[src/common/hsrl_pkg.sv]
// Constants and types for the host port strobe and ready logic
package hsrl_pkg;

  // Register select codes on the host pins
  localparam logic [1:0] SEL_CTRL = 2'h0;
  localparam logic [1:0] SEL_DATA_INC = 2'h1;
  localparam logic [1:0] SEL_ADDR = 2'h2;
  localparam logic [1:0] SEL_DATA_FIX = 2'h3;

  // Values after reset
  localparam logic [15:0] CTRL_RST = 16'h0000;
  localparam logic [31:0] ADDR_RST = 32'h0000_0000;
  localparam logic [31:0] DATA_RST = 32'h0000_0000;

  // Address step of an auto-incrementing access, in bytes
  localparam logic [31:0] ADDR_STEP = 32'h0000_0004;

  // Host strobe minimum widths, in ref_clk cycles
  localparam int STROBE_LOW_MIN_CYC = 2;
  localparam int STROBE_HIGH_MIN_CYC = 2;

  // Port sequencer states, one bit per step except ST_RD_SETTLE to ST_IDLE and ST_IDLE to and from ST_WR_WAIT
  typedef enum logic [2:0] {
    ST_IDLE = 3'h0,
    ST_RD_WAIT = 3'h1,
    ST_RD_SETTLE = 3'h3,
    ST_INCR = 3'h2,
    ST_WR_WAIT = 3'h6
  } hsrl_state_t;

endpackage : hsrl_pkg

[src/verilog/hsrl_host_port.sv]
// Host port: strobe forming, select capture, half-word data and ready handshake
`timescale 1ns/1ps
`default_nettype none

module hsrl_host_port (
  // Clock and reset
  input wire logic ref_clk,
  input wire logic rst_n,
  // Host strobes and selects
  input wire logic host_chip_select_n,
  input wire logic host_data_strobe_a,
  input wire logic host_data_strobe_b,
  input wire logic host_addr_strobe_n,
  input wire logic [1:0] host_register_select,
  input wire logic host_read_write,
  input wire logic half_word_identifier,
  // Host data bus, split into its three signals
  input wire logic [15:0] host_data_bus_in,
  output logic [15:0] host_data_bus_out,
  output logic host_data_bus_oe,
  // Host ready, high while the port is busy and chip-select is low
  output logic host_ready_n,
  // Auxiliary memory channel
  output logic aux_req,
  output logic aux_write,
  output logic [31:0] aux_addr,
  output logic [31:0] aux_wdata,
  input wire logic aux_ack,
  input wire logic [31:0] aux_rdata
);

  ////////////////////////////////////////////////////////////////////////////
  // State
  hsrl_pkg::hsrl_state_t state_reg, state_next;
  logic strobe_q_reg;
  logic has_q_reg;
  logic [1:0] sel_reg, sel_next;
  logic rw_reg, rw_next;
  logic hw_reg, hw_next;
  logic [15:0] ctrl_reg, ctrl_next;
  logic [31:0] addr_reg, addr_next;
  logic [31:0] data_reg, data_next;
  logic [15:0] dout_reg, dout_next;
  logic oe_reg, oe_next;
  logic ready_n_reg, ready_n_next;
  logic req_reg, req_next;
  logic wr_reg, wr_next;

  ////////////////////////////////////////////////////////////////////////////
  // Strobe forming and edge detection
  wire strobe_n_w = ~(host_data_strobe_a ^ host_data_strobe_b) | host_chip_select_n;
  wire strobe_fall = strobe_q_reg & ~strobe_n_w;
  wire strobe_rise = ~strobe_q_reg & strobe_n_w;
  wire has_fall = has_q_reg & ~host_addr_strobe_n;

  // Address strobe tied high means the access strobe does the capture
  wire load_sel = has_fall | (strobe_fall & host_addr_strobe_n);
  wire [1:0] eff_sel = host_addr_strobe_n ? host_register_select : sel_reg;
  wire eff_rw = host_addr_strobe_n ? host_read_write : rw_reg;
  wire eff_hw = host_addr_strobe_n ? half_word_identifier : hw_reg;
  wire eff_data = (eff_sel == hsrl_pkg::SEL_DATA_INC) | (eff_sel == hsrl_pkg::SEL_DATA_FIX);
  wire reg_data = (sel_reg == hsrl_pkg::SEL_DATA_INC) | (sel_reg == hsrl_pkg::SEL_DATA_FIX);
  wire reg_inc = (sel_reg == hsrl_pkg::SEL_DATA_INC);
  wire idle = (state_reg == hsrl_pkg::ST_IDLE);

  // Access classes
  wire rd_first = strobe_fall & eff_rw & eff_data & ~eff_hw & idle;
  wire wr_any = strobe_rise & ~rw_reg;
  wire wr_last = wr_any & hw_reg & reg_data & idle;
  wire rd_inc_last = strobe_rise & rw_reg & hw_reg & reg_inc & idle;

  ////////////////////////////////////////////////////////////////////////////
  // Sequencer
  always_comb begin
    state_next = state_reg;
    case (state_reg)
      hsrl_pkg::ST_IDLE: begin
        if (rd_first) begin
          state_next = hsrl_pkg::ST_RD_WAIT;
        end else if (wr_last) begin
          state_next = hsrl_pkg::ST_WR_WAIT;
        end else if (rd_inc_last) begin
          state_next = hsrl_pkg::ST_INCR;
        end
      end
      hsrl_pkg::ST_RD_WAIT: begin
        if (aux_ack) begin
          state_next = hsrl_pkg::ST_RD_SETTLE;
        end
      end
      // One extra busy cycle so read data leads the ready fall
      hsrl_pkg::ST_RD_SETTLE: state_next = hsrl_pkg::ST_IDLE;
      hsrl_pkg::ST_WR_WAIT: begin
        if (aux_ack) begin
          state_next = reg_inc ? hsrl_pkg::ST_INCR : hsrl_pkg::ST_IDLE;
        end
      end
      hsrl_pkg::ST_INCR: state_next = hsrl_pkg::ST_IDLE;
      default: state_next = hsrl_pkg::ST_IDLE;
    endcase
  end

  ////////////////////////////////////////////////////////////////////////////
  // Selects, registers and data path
  assign sel_next = load_sel ? host_register_select : sel_reg;
  assign rw_next = load_sel ? host_read_write : rw_reg;
  assign hw_next = load_sel ? half_word_identifier : hw_reg;

  wire wr_ctrl = wr_any & (sel_reg == hsrl_pkg::SEL_CTRL);
  wire wr_addr = wr_any & (sel_reg == hsrl_pkg::SEL_ADDR);
  wire wr_data = wr_any & reg_data & idle;
  wire rd_load = (state_reg == hsrl_pkg::ST_RD_WAIT) & aux_ack;

  assign ctrl_next = wr_ctrl ? host_data_bus_in : ctrl_reg;

  always_comb begin
    addr_next = addr_reg;
    if (state_reg == hsrl_pkg::ST_INCR) begin
      addr_next = addr_reg + hsrl_pkg::ADDR_STEP;
    end else if (wr_addr & hw_reg) begin
      addr_next = {host_data_bus_in, addr_reg[15:0]};
    end else if (wr_addr) begin
      addr_next = {addr_reg[31:16], host_data_bus_in};
    end
  end

  always_comb begin
    data_next = data_reg;
    if (rd_load) begin
      data_next = aux_rdata;
    end else if (wr_data & hw_reg) begin
      data_next = {host_data_bus_in, data_reg[15:0]};
    end else if (wr_data) begin
      data_next = {data_reg[31:16], host_data_bus_in};
    end
  end

  // Mux from next values, so the data flop moves with the word it shows
  wire [31:0] word_sel = (sel_next == hsrl_pkg::SEL_ADDR) ? addr_next : data_next;
  wire [15:0] half_sel = hw_next ? word_sel[31:16] : word_sel[15:0];
  assign dout_next = (sel_next == hsrl_pkg::SEL_CTRL) ? ctrl_next : half_sel;

  // Drivers on after a read strobe falls, off once it rises
  assign oe_next = strobe_rise ? 1'b0 : ((strobe_fall & eff_rw) | oe_reg);

  // Ready follows the sequencer, gated by chip-select
  assign ready_n_next = ~host_chip_select_n & (state_next != hsrl_pkg::ST_IDLE);

  assign req_next = (state_next == hsrl_pkg::ST_RD_WAIT) |
    (state_next == hsrl_pkg::ST_WR_WAIT);
  assign wr_next = (state_next == hsrl_pkg::ST_WR_WAIT);

  ////////////////////////////////////////////////////////////////////////////
  // Flops
  always_ff @(posedge ref_clk) begin
    if (!rst_n) begin
      state_reg <= hsrl_pkg::ST_IDLE;
      strobe_q_reg <= 1'b1;
      has_q_reg <= 1'b1;
      sel_reg <= hsrl_pkg::SEL_CTRL;
      rw_reg <= 1'b0;
      hw_reg <= 1'b0;
      ctrl_reg <= hsrl_pkg::CTRL_RST;
      addr_reg <= hsrl_pkg::ADDR_RST;
      data_reg <= hsrl_pkg::DATA_RST;
    end else begin
      state_reg <= state_next;
      strobe_q_reg <= strobe_n_w;
      has_q_reg <= host_addr_strobe_n;
      sel_reg <= sel_next;
      rw_reg <= rw_next;
      hw_reg <= hw_next;
      ctrl_reg <= ctrl_next;
      addr_reg <= addr_next;
      data_reg <= data_next;
    end
  end

  always_ff @(posedge ref_clk) begin
    if (!rst_n) begin
      dout_reg <= 16'h0000;
      oe_reg <= 1'b0;
      ready_n_reg <= 1'b0;
      req_reg <= 1'b0;
      wr_reg <= 1'b0;
    end else begin
      dout_reg <= dout_next;
      oe_reg <= oe_next;
      ready_n_reg <= ready_n_next;
      req_reg <= req_next;
      wr_reg <= wr_next;
    end
  end

  assign host_data_bus_out = dout_reg;
  assign host_data_bus_oe = oe_reg;
  assign host_ready_n = ready_n_reg;
  assign aux_req = req_reg;
  assign aux_write = wr_reg;
  assign aux_addr = addr_reg;
  assign aux_wdata = data_reg;
endmodule : hsrl_host_port

`default_nettype wire
[config.mk]
export PLATFORM = sky130hd
export DESIGN_NAME = hsrl_host_port
export DESIGN_NICKNAME = d
export VERILOG_FILES = /design/src/common/hsrl_pkg.sv /design/src/verilog/hsrl_host_port.sv
export SDC_FILE = /design/constraint.sdc
export NUM_CORES = 1
export LEC_CHECK = 0
export BUFFER_PORTS_ARGS = -buffer_cell sky130_fd_sc_hd__buf_2
export CORE_MARGIN = 3
export CORE_UTILIZATION = 35
export CTS_CLUSTER_SIZE = 16
export DETAILED_ROUTE_END_ITERATION = 16
export GPL_ROUTABILITY_DRIVEN = 0
export GPL_TIMING_DRIVEN = 0
export RECOVER_POWER = 25
export SETUP_SLACK_MARGIN = 0.2
export SLEW_MARGIN = 20
export SYNTH_ARGS = -nofsm -noshare
export SYNTH_HDL_FRONTEND = slang
export SYNTH_SLANG_ARGS = --single-unit
[constraint.sdc]
create_clock -name ref_clk -period 2.5 [get_ports ref_clk]
set_input_delay 0.125 -clock ref_clk [delete_from_list [all_inputs] [get_ports ref_clk]]
set_output_delay 0.125 -clock ref_clk [all_outputs]
set_load 0.02 [all_outputs]
==> key figures <==
Global route
  – Global route overflow: 0
  – Total GRT Usage: 0.240
  – Initial antenna violation count: 0
  – First-pass GRT wire length: 32.8 mm
  – Vias in the first global route: 5,568
  – Largest net degree at the start of global routing: 19

Detailed routing
  – DR iter-0 viols: 533
  – # DRC: 0
  – Via density: 5.65
  – Vias post-DR: 5,864
  – Mean routed wirelength per cell: 21.1 um
  – Final WL: 21.9 mm
  – Detail Route Antenna Nets: 0
  – Pre-Repair DR Iteration Count: 5

Cells and area
  – Share of layout cells above drive strength 1: 0.258
  – Finished Core Util: 0.473
  – Nets: 882
  – Area grow syn2layout: 30.0%
  – Inserted Diodes: 0
  – Fill count: 1,551

Worst setup path
  – Critical Path AT: 2.50 ns
  – Critical path startpoint: aux_addr[2]
  – Setup Crit Path Kind: register to register
  – Crit. End Element: register
  – Reg-to-reg startpoint: aux_addr[2]
  – Worst EP required: 2.75 ns
  – CP max stage cell: dfxtp_2
  – Critical path cell sequence: ha_1 > and3_1 > clkbuf_2 > nand4_1 > nor3_4 > a211oi_1 > o31ai_1 > nor4b_4
  – CP startpoint kind: register
  – CP Max Fanout: 6
  – Max stage delay on crit path: 0.40 ns

Die
  – Core area: 15,500 um^2
  – FP Rows: 45
  – Die Area: 17,600 um^2
  – Chip height: 133 um
  – Starting Density: 0.364
  – Die W: 133 um
  – Boundary pin count: 143

Run
  – Max_cap viols: 0

STA
  – Worst Skew: 0.0126 ns
  – Fin. Hold Viols: 0
  – Min setup slack post-route: 0.257 ns
  – Setup TNS: 0 ns
  – Slew HR: 0.435
  – Crit share post-route: 0.897
  – Final setup violation count: 0
  – Max-slew violations: 0
  – Actual slew at the worst max-slew pin: 0.848 ns
  – FMAX: 446 MHz
  – Tmin final: 2.24 ns
  – RSZ-0062 raised after global routing: yes

Yosys
  – Dominant cells by area after synthesis: dfxtp_1 (39%), mux2i_1 (10%), and2_1 (4.7%), nor2_1 (4.7%), o21ai_0 (3.6%)
  – #FFs+latches synth: 109
  – Syn_area_per_cell: 8.66 um^2
  – Ys flop type: dfxtp_1
  – Yosys top cell area share: 0.388
  – Area leader, netlist: dfxtp_1
  – YS warnings: 0
  – Post-synthesis instance area: 5630 um^2
  – Sequential share of the synthesized area: 0.388
  – Most frequent cell after synthesis: dfxtp_1
  – Synth async-reset ratio: 0
  – EDFF count, synth: 0
  – Unique masters post-synth: 67
  – Mapped Nets: 710
  – Commonest cells post-synth: dfxtp_1 (109), nor2_1 (70), mux2i_1 (56), nand2_1 (48), and2_1 (42)
  – Post-synthesis cell count: 650

Clock tree
  – # hold bufs at CTS: 0
  – CTS sink cnt: 109
  – Worst-skew pair later-pin latency: 0.36 ns
  – CTS tree: done
  – Htree depth: 3
  – Clock buffer depth: 2
  – Root buf cell: clkbuf_16
  – Number of CTS-inserted buffers: 9
  – Worst-path clk slew: 0.07 ns

Power
  – Leak pwr: 0.00338 uW
  – Pwr per Cell Area: 566 nW/um^2
  – Max IR drop VDD: 0.000318 V

Place
  – Hpwl dp: 16.1 mm
  – Pre-CTS setup slack: -0.423 ns
  – Port bufs: 142

Run status
  – Outcome: completed

Worst hold path
  – Hold Path Origin: host_read_write
  – Worst hold path class: input port to register
stage by stage:
stage / power (uW) / hold WS, ns / cell area (um^2) / cells
final: 4140 / 0.0278 / 7320 / 1038
after CTS: 4130 / 0.0253 / 7230 / 1034
after floorplan: 2160 / 0.198 / 5630 / 650
after global routing: 4250 / 0.0607 / 7320 / 1038
after detailed placement: 2390 / 0.387 / 6610 / 1003
after global placement: 2390 / 0.386 / 6610 / 1003
metal layers:
layer / track usage / wire (um)
met1: 0.331 / 9530
met2: 0.374 / 9960
met3: 0.0601 / 2090
met4: 0.0658 / 312
met5: 0 / 0
final timing paths:
check | cells after the start | endpoint | slack, ns
setup reg to reg | 8 | host_data_bus_out[14] | 0.26
hold / removal | 3 | rw_reg | 0.03
setup / recovery | 8 | host_data_bus_out[14] | 0.26
hold reg to reg | 2 | ctrl_reg[5] | 0.50
power by group:
group / total (uW) / internal [uW] / switching (uW)
Clock: 1730 / 1020 / 714
Combinational: 587 / 209 / 379
Sequential: 1820 / 1790 / 30.3
Total: 4140 / 3020 / 1120
worst max-delay path: cells and delay by family (launching register included):
family | cells | cell delay [ns]
AO/OA/AOI/OAI | 2 | 0.42
buffers and inverters | 1 | 0.17
flip-flops | 1 | 0.40
AND/OR/NAND/NOR | 4 | 0.96
adder cells (fa/ha/maj) | 1 | 0.20
cell type report:
| class | instances | area [um^2] | share of cell area |
|---|---|---|---|
| Multi-Input combinational cell | 491 | 3430 | 0.469 |
| Tap cell | 211 | 264 | 0.0361 |
| Buffer | 41 | 240 | 0.0328 |
| Timing Repair Buffer | 161 | 806 | 0.110 |
| Sequential cell | 109 | 2190 | 0.299 |
| Clock inverter | 6 | 118 | 0.0161 |
| Clock buffer | 10 | 239 | 0.0326 |
| Inverter | 9 | 33.8 | 0.00462 |
logic make-up after synthesis:
group | share of synthesized area
AND/OR/NAND/NOR | 0.232
AO/OA/AOI/OAI | 0.216
flip-flops | 0.388
multiplexers | 0.120
buffers and inverters | 0.0411
XOR/XNOR | 0.00156
adder cells (fa/ha/maj) | 0.00222
what timing repair did:
action | 4_1_cts | 5_1_grt
setup endpoints to repair | 22 | 19
cloned | 0 | 0
pin swaps | 8 | 12
resized for setup | 41 | 38
setup buffers | 15 | 4
endpoints found under the hold margin | 0 | 0
cell usage in the layout (no fill, tap or decap), types with 6 or more instances in the layout:
| cell | n |
|---|---|
| mux2_2 | 9 |
| dfxtp_1 | 105 |
| mux2i_1 | 52 |
| buf_2 | 99 |
| and3_1 | 16 |
| o211ai_1 | 6 |
| o22ai_1 | 10 |
| buf_4 | 25 |
| nand4_1 | 10 |
| nand2_1 | 48 |
| o21ai_1 | 7 |
| clkbuf_2 | 10 |
| and2_1 | 42 |
| a31oi_1 | 6 |
| clkbuf_1 | 60 |
| a211oi_2 | 6 |
| nor2_1 | 69 |
| o21ai_0 | 32 |
| a21oi_1 | 33 |
| inv_1 | 9 |
| nor3_1 | 19 |
| nand3_1 | 12 |
| clkbuf_16 | 9 |
(Power assumes the default switching activity.)
